<file path="src/rtl/ifr_defs.svh">
`ifndef IFR_DEFS_SVH
`define IFR_DEFS_SVH

// ****************************************************************
// register map
// ****************************************************************
`define IFR_ADDR_W 6
`define IFR_ADDR_ENABLE 6'h06
`define IFR_ADDR_REQUEST 6'h07
`define IFR_RESET_VALUE 8'h00
`define IFR_READ_NONE 8'h00

// ****************************************************************
// field positions
// ****************************************************************
`define IFR_BIT_POLARITY 7
`define IFR_BIT_RESERVED 6
`define IFR_BIT_COUNTDOWN 5
`define IFR_BIT_TRANSFER 4
`define IFR_BIT_RECEIVE 3
`define IFR_BIT_COMMAND 2
`define IFR_BIT_BUF_HIGH 1
`define IFR_BIT_BUF_LOW 0
`define IFR_STORE_MASK 8'h3F

// ****************************************************************
// command and timer codes
// ****************************************************************
`define IFR_CMD_W 6
`define IFR_CMD_IDLE 6'h00
`define IFR_TIMER_W 8
`define IFR_TIMER_LAST 8'h01

`endif

</file>
<file path="src/rtl/ifr_pkg.sv">
`include "ifr_defs.svh"

package ifr_pkg;

  // host side register access, one request per cycle
  typedef struct packed {
    logic wr;
    logic rd;
    logic [`IFR_ADDR_W-1:0] addr;
    logic [7:0] data;
  } ifr_bus_req_t;

  // hardware events; done, tick, unknown and start are one-cycle pulses, countdown value, command and buffer levels are held values
  typedef struct packed {
    logic timer_tick;
    logic [`IFR_TIMER_W-1:0] countdown_value;
    logic transmit_done;
    logic checksum_done;
    logic eeprom_done;
    logic receive_end;
    logic cmd_unknown;
    logic cmd_host_start;
    logic [`IFR_CMD_W-1:0] command;
    logic buffer_high_level;
    logic buffer_low_level;
  } ifr_events_t;

  typedef struct packed {
    logic [`IFR_CMD_W-1:0] cmd_prev;
    logic buf_high_prev;
    logic buf_low_prev;
    logic irq;
    logic [7:0] rd_data;
  } ifr_top_state_t;

endpackage

</file>
<file path="src/rtl/ifr_polreg.sv">
`timescale 1ns/1ps
`include "ifr_defs.svh"

module ifr_polreg #(
  parameter int W = 8,
  parameter logic [7:0] MASK = `IFR_STORE_MASK
) (
  input wire logic clk_i,
  input wire logic rst_i,
  input wire logic wr_i,
  input wire logic [W-1:0] wdata_i,
  input wire logic [W-1:0] set_i,
  output logic [W-1:0] q_o
);

  typedef struct packed {
    logic [W-1:0] value;
  } ifr_pstate_t;

  ifr_pstate_t state;
  ifr_pstate_t next_state;
  logic [W-1:0] mask;
  logic [W-1:0] marked;

  assign mask = MASK[W-1:0];
  assign marked = wdata_i & mask;

  // ****************************************************************
  // polarity write, hardware set applied last so it wins
  // ****************************************************************
  always_comb begin
    next_state = state;
    if (wr_i) begin
      if (wdata_i[`IFR_BIT_POLARITY]) begin
        next_state.value = state.value | marked;
      end else begin
        next_state.value = state.value & ~marked;
      end
    end
    next_state.value = (next_state.value | set_i) & mask;
  end

  always_ff @(posedge clk_i) begin
    if (rst_i) begin
      state.value <= W'(`IFR_RESET_VALUE);
    end else begin
      state <= next_state;
    end
  end

  assign q_o = state.value;

endmodule

</file>
<file path="src/rtl/ifr_top.sv">
`timescale 1ns/1ps
`include "ifr_defs.svh"

// Overview of operation
// - request flag write: bit 7 one sets marked flags, zero clears them
// - countdown expired flag set when timer decrements its value to zero
// - transfer done flag set when send-and-receive finished transmitting
// - transfer done flag set when checksum command processed all input
// - transfer done flag set when eeprom programming finished all data
// - command finished flag set when command changes from other to idle
// - command finished flag set when an unrecognised command starts
// - host starting the idle command does not set command finished
// - buffer high flag set when buffer high level bit becomes set
// - buffer low flag set when buffer low level bit becomes set
// - flags hold until host clears them; level loss does not clear
// - request flag register sits at 07h and resets to 00h
// - each flag drives the interrupt output only with its enable set
// - enable bits change only through a polarity write at 06h
module ifr_top
  import ifr_pkg::*;
#(
  parameter int DATA_W = 8,
  parameter logic [`IFR_CMD_W-1:0] CMD_IDLE = `IFR_CMD_IDLE
) (
  input wire logic CLK_I,
  input wire logic RST_I,
  input wire ifr_bus_req_t BUS_I,
  input wire ifr_events_t EVENTS_I,
  output logic [DATA_W-1:0] RD_DATA_O,
  output logic [DATA_W-1:0] FLAGS_O,
  output logic [DATA_W-1:0] ENABLES_O,
  output logic IRQ_O
);

  // ****************************************************************
  // helpers
  // ****************************************************************
  function automatic logic ifr_rise(input logic prev, input logic now);
    ifr_rise = now & ~prev;
  endfunction

  function automatic logic ifr_hit(input ifr_bus_req_t req,
                                   input logic [`IFR_ADDR_W-1:0] addr);
    ifr_hit = (req.addr == addr);
  endfunction

  // ****************************************************************
  // state
  // ****************************************************************
  ifr_top_state_t state;
  ifr_top_state_t next_state;

  logic [DATA_W-1:0] flag_q;
  logic [DATA_W-1:0] enable_q;
  logic [DATA_W-1:0] flag_set;
  logic [DATA_W-1:0] no_set;
  logic wr_flags;
  logic wr_enable;
  logic rd_flags;
  logic rd_enable;
  logic countdown_hit;
  logic transfer_hit;
  logic command_hit;
  logic went_idle;

  // ****************************************************************
  // host access decode
  // ****************************************************************
  assign wr_flags = BUS_I.wr & ifr_hit(BUS_I, `IFR_ADDR_REQUEST);
  assign wr_enable = BUS_I.wr & ifr_hit(BUS_I, `IFR_ADDR_ENABLE);
  assign rd_flags = BUS_I.rd & ifr_hit(BUS_I, `IFR_ADDR_REQUEST);
  assign rd_enable = BUS_I.rd & ifr_hit(BUS_I, `IFR_ADDR_ENABLE);

  // ****************************************************************
  // event detection
  // ****************************************************************
  // the tick carries the value before the decrement, so the last step is 1 -> 0
  assign countdown_hit = EVENTS_I.timer_tick &
                         (EVENTS_I.countdown_value == `IFR_TIMER_LAST);

  assign transfer_hit = EVENTS_I.transmit_done |
                        EVENTS_I.checksum_done |
                        EVENTS_I.eeprom_done;

  // a host write of idle also moves the command to idle, hence the qualifier
  assign went_idle = (state.cmd_prev != CMD_IDLE) &
                     (EVENTS_I.command == CMD_IDLE);
  assign command_hit = (went_idle & ~EVENTS_I.cmd_host_start) |
                       EVENTS_I.cmd_unknown;

  always_comb begin
    flag_set = '0;
    flag_set[`IFR_BIT_COUNTDOWN] = countdown_hit;
    flag_set[`IFR_BIT_TRANSFER] = transfer_hit;
    flag_set[`IFR_BIT_RECEIVE] = EVENTS_I.receive_end;
    flag_set[`IFR_BIT_COMMAND] = command_hit;
    flag_set[`IFR_BIT_BUF_HIGH] = ifr_rise(state.buf_high_prev,
                                           EVENTS_I.buffer_high_level);
    flag_set[`IFR_BIT_BUF_LOW] = ifr_rise(state.buf_low_prev,
                                          EVENTS_I.buffer_low_level);
  end

  assign no_set = '0;

  // ****************************************************************
  // request flag register
  // ****************************************************************
  ifr_polreg #(
    .W(DATA_W),
    .MASK(`IFR_STORE_MASK)
  ) u_flags (
    .clk_i(CLK_I),
    .rst_i(RST_I),
    .wr_i(wr_flags),
    .wdata_i(BUS_I.data[DATA_W-1:0]),
    .set_i(flag_set),
    .q_o(flag_q)
  );

  // ****************************************************************
  // enable register
  // ****************************************************************
  // software only; hardware never sets an enable
  ifr_polreg #(
    .W(DATA_W),
    .MASK(`IFR_STORE_MASK)
  ) u_enable (
    .clk_i(CLK_I),
    .rst_i(RST_I),
    .wr_i(wr_enable),
    .wdata_i(BUS_I.data[DATA_W-1:0]),
    .set_i(no_set),
    .q_o(enable_q)
  );

  // ****************************************************************
  // next state
  // ****************************************************************
  always_comb begin
    next_state = state;
    next_state.cmd_prev = EVENTS_I.command;
    next_state.buf_high_prev = EVENTS_I.buffer_high_level;
    next_state.buf_low_prev = EVENTS_I.buffer_low_level;
    next_state.irq = |(flag_q & enable_q);
    if (rd_flags) begin
      // stored bits only, so bits 7 and 6 read zero
      next_state.rd_data = flag_q & `IFR_STORE_MASK;
    end else if (rd_enable) begin
      next_state.rd_data = enable_q & `IFR_STORE_MASK;
    end else if (BUS_I.rd) begin
      next_state.rd_data = `IFR_READ_NONE;
    end
  end

  // ****************************************************************
  // registers
  // ****************************************************************
  always_ff @(posedge CLK_I) begin
    if (RST_I) begin
      state.cmd_prev <= CMD_IDLE;
      state.buf_high_prev <= 1'h0;
      state.buf_low_prev <= 1'h0;
      state.irq <= 1'h0;
      state.rd_data <= `IFR_RESET_VALUE;
    end else begin
      state <= next_state;
    end
  end

  // ****************************************************************
  // outputs
  // ****************************************************************
  assign RD_DATA_O = state.rd_data;
  assign FLAGS_O = flag_q;
  assign ENABLES_O = enable_q;
  assign IRQ_O = state.irq;

endmodule

</file>
<file path="config.mk">
export PLATFORM = sky130hd
export DESIGN_NAME = ifr_top
export DESIGN_NICKNAME = d
export VERILOG_FILES = /design/src/rtl/ifr_pkg.sv /design/src/rtl/ifr_polreg.sv /design/src/rtl/ifr_top.sv
export VERILOG_INCLUDE_DIRS = /design/src /design/src/rtl
export SDC_FILE = /design/constraint.sdc
export NUM_CORES = 1
export LEC_CHECK = 0
export BUFFER_PORTS_ARGS = -buffer_cell sky130_fd_sc_hd__buf_4
export CORE_ASPECT_RATIO = 0.7
export CORE_MARGIN = 3
export CORE_UTILIZATION = 35
export DETAILED_ROUTE_END_ITERATION = 16
export GPL_TIMING_DRIVEN = 0
export HOLD_SLACK_MARGIN = 0.02
export PLACE_DENSITY_LB_ADDON = 0.05
export SYNTH_ARGS = -nofsm -noshare
export SYNTH_HDL_FRONTEND = slang
export SYNTH_SLANG_ARGS = --single-unit
export TNS_END_PERCENT = 10
</file>
<file path="constraint.sdc">
create_clock -name CLK_I -period 1.1 [get_ports CLK_I]
set_input_delay 0 -clock CLK_I [delete_from_list [all_inputs] [get_ports CLK_I]]
set_output_delay 0 -clock CLK_I [all_outputs]
set_load 0.03 [all_outputs]
</file>
==> results.py <==
metrics = {
    "global_routing": {
        "grtUsageMet1_pct": 22.67,
        "grt_max_degree": 15,
        "met3_usage_pct": 4.407,
        "grt_pass1_vias": 1292,
        "grt_antenna_before_repair": 0,
        "grt_overflow": 0,
        "grt_first_pass_wirelength_um": 6223,
        "busiest_layer": "met2",
        "use_met2_pct": 27.96,
        "gr-usage-all-layers_pct": 16.84,
    },
    "clock_tree": {
        "clock_sinks": 27,
        "clock_latency_ns": 0.27,
        "cts_root_buffer": "clkbuf_8",
        "clk_path_buf_depth": 2,
        "numCtsBuffers": 3,
        "h-tree-depth": 1,
        "clk_pin_slew_ns": 0.09,
        "post_cts_buffers": 0,
        "cts_tree": "built",
    },
    "floorplanning": {
        "dieArea_sq_mm": 0.004854,
        "die_w_um": 82,
        "rows": 18,
        "start_util_pct": 38.31,
        "die_height_um": 59.20,
        "pin_count": 66,
        "core_area_sq_mm": 0.003694,
    },
    "final_layout": {
        "instances_no_fill": 281,
        "layout_common_cells": "buf_4, dfxtp_1, nand2b_1, dlygate4sd3_1",
        "final_common_cell": "buf_4",
        "fillers": 334,
        "final_layout_size_suffix_gt1_share_pct": 38.53,
        "final_util_pct": 56.74,
        "antennaDiodeCount": 0,
        "area_growth_syn_to_layout_pct": 48.10,
        "nNetsFinal": 273,
    },
    "yosys": {
        "ys_warn_count": 0,
        "synth_area_per_cell_sq_um": 9.249,
        "synth_cell_types": 35,
        "synth_compound_area_share_pct": 10.79,
        "syn_inst": 153,
        "synth.area.mux_share_pct": 9.019,
        "synth-edff-count": 0,
        "synthAdderAreaFrac_pct": 0,
        "async_reset_ff_share_pct": 0,
        "synth_top_family_by_area": "simple AND/OR/NAND/NOR gates",
        "synth_top_area_cell": "dfxtp_1",
        "synth_area_leaders": "dfxtp_1, buf_4, nand2b_1, mux2_2, mux2i_1",
        "synth_ff_type": "dfxtp_1",
        "synth-xor-area-share_pct": 0,
        "mappedNetlistArea_sq_mm": 0.001415,
        "synth-simple-area-share_pct": 30.50,
        "synth_top_area_share_pct": 38.20,
        "ys_ff_latch": 27,
        "ys_seq_area_share_pct": 38.20,
    },
    "routing": {
        "drt-total-wl_um": 3935,
        "drt_iter0_markers": 55,
        "wl_per_cell_um": 14.00,
        "drc": 0,
        "viasPerCell": 4.961,
        "final_antenna_net_count": 0,
        "first_pass_iters": 4,
        "dr_total_vias": 1394,
    },
    "worst_setup_path": {
        "ff2ff_path_depth": 3,
        "crit_type": "flip-flop to flip-flop",
        "endpoint_kind": "flip-flop",
        "cp_max_fo": 1,
        "cp-start-kind": "flip-flop",
        "reg2reg_from": "state[12]$_SDFF_PP0_",
        "worstPathRequired_ns": 1.24,
        "crit_arrival_ns": 1.39,
        "rrSetupSlack_ns": -0.15,
        "reg2reg_to": "u_flags.q_o[2]$_SDFF_PP0_",
        "startpoint": "state[12]$_SDFF_PP0_",
    },
    "pwr": {
        "p_leak_nw": 0.8980,
        "power_w": 0.001998,
        "ir_worst_vdd_mv": 0.5010,
        "p_per_area_mw_per_mm2": 953.5,
    },
    "placed_design": {
        "pre_cts_ws_ns": -0.1750,
        "dp.cells": 264,
        "hpwl_um": 3061,
        "gp_congestion": 0.8157,
        "io_buffer_count": 56,
    },
    "job": {
        "maxCapViolations": 0,
    },
    "sta": {
        "tightestPinTransition_ns": 0.5499,
        "hold_violations": 0,
        "finClkSkew_ns": 0.002125,
        "setup_ws_ns": -0.1507,
        "setup_tns_ns": -0.1507,
        "rsz0062_at_grt": "true",
        "period_share_pct": 113.7,
        "setup_viol": 1,
        "max_freq_mhz": 799.6,
        "slew_headroom_pct": 63.34,
        "slew_violations": 0,
        "period_needed_ns": 1.251,
    },
    "worst_hold_path": {
        "hp-start": "EVENTS_I[20]",
        "min_to": "u_flags.q_o[5]$_SDFF_PP0_",
        "hp-class": "input pin to flip-flop",
        "whs_path_depth": 4,
    },
    "outcome": {
        "violations": "setup timing",
        "status": "complete, but fails checks",
    },
}
==> synthesized netlist by cell type (2+ instances only) <==
library cell and number:
a21oi_1 6, nor2b_1 8, mux2i_1 6, a22oi_1 3, and4b_1 5, inv_1 3, a31oi_1 5, buf_4 15
a21bo_1 2, nor4_1 2, clkbuf_1 3, dfxtp_1 27, nand3b_1 6, nand3_1 6, buf_2 4, mux2_2 6
nand4_1 6, a21bo_2 2, nand2b_1 15, nor3_1 8
==> layout make-up <==
type	instances	area (sq um)	share of cell area, %
sequential	27	540.5	25.79
timing repair buffer	69	550.5	26.27
tap	50	62.56	2.985
buffer	23	147.6	7.045
multi-input combinational	105	738.2	35.22
clock buffer	4	45.04	2.149
inverter	3	11.26	0.5373
==> worst max-delay path: stages (launching register included) <==
cell	delay (ns)
dfxtp_1	0.31
or4_4	0.52
o211ai_1	0.18
a41oi_1	0.12
==> per-layer routing <==
| layer | up-vias | share of wire [%] | routed length (um) |
|---|---|---|---|
| met5 | - | 0 | 0 |
| met4 | 0 | 0.33 | 13 |
| met3 | 2 | 9.8 | 385 |
| met2 | 63 | 44 | 1740 |
| met1 | 636 | 46 | 1795 |
| li1 | 693 | - | - |
==> what timing repair did <==
action	in CTS	in global routing
pin swaps	2	1
endpoints found under the hold margin	13	0
hold buffers	13	0
resized for setup	1	0
endpoints found under the setup margin	1	7
==> power breakdown <==
group | internal (W) | switching, W
Clock | 0.000260 | 0.000301
Sequential | 0.00101 | 0.0000184
Combinational | 0.000225 | 0.000187
==> through the flow <==
step	instance area (sq um)	hold slack, ns
3_5_place_dp	1917	0.2317
2_1_floorplan	1434	0.1282
3_3_place_gp	1917	0.2218
5_1_grt	2096	0.04231
6_report	2096	0.02418
4_1_cts	2096	0.02659
==> cell families (layout without fill, tap and decap cells) <==
family                 after synthesis  in the layout
muxes                               12             12
DFF                                 27             27
buffers and inverters               26             99
other                                1              6
AOI/OAI and AO/OA                   22             22
and+or+nand+nor                     65             65
==> worst max-delay path by stage <==
| stage | end | slack (ns) | depth (start not counted) |
|---|---|---|---|
| detailed placement | u_flags.q_o[2]$_SDFF_PP0_ | -0.17 | 3 |
| floorplan | u_flags.q_o[2]$_SDFF_PP0_ | -0.07 | 3 |
| CTS | u_flags.q_o[2]$_SDFF_PP0_ | -0.19 | 3 |
| global placement | u_flags.q_o[2]$_SDFF_PP0_ | -0.17 | 3 |
| finish | u_flags.q_o[2]$_SDFF_PP0_ | -0.15 | 3 |
| global route | u_flags.q_o[2]$_SDFF_PP0_ | -0.22 | 3 |
Note: power is estimated with default switching activity, not from simulation.
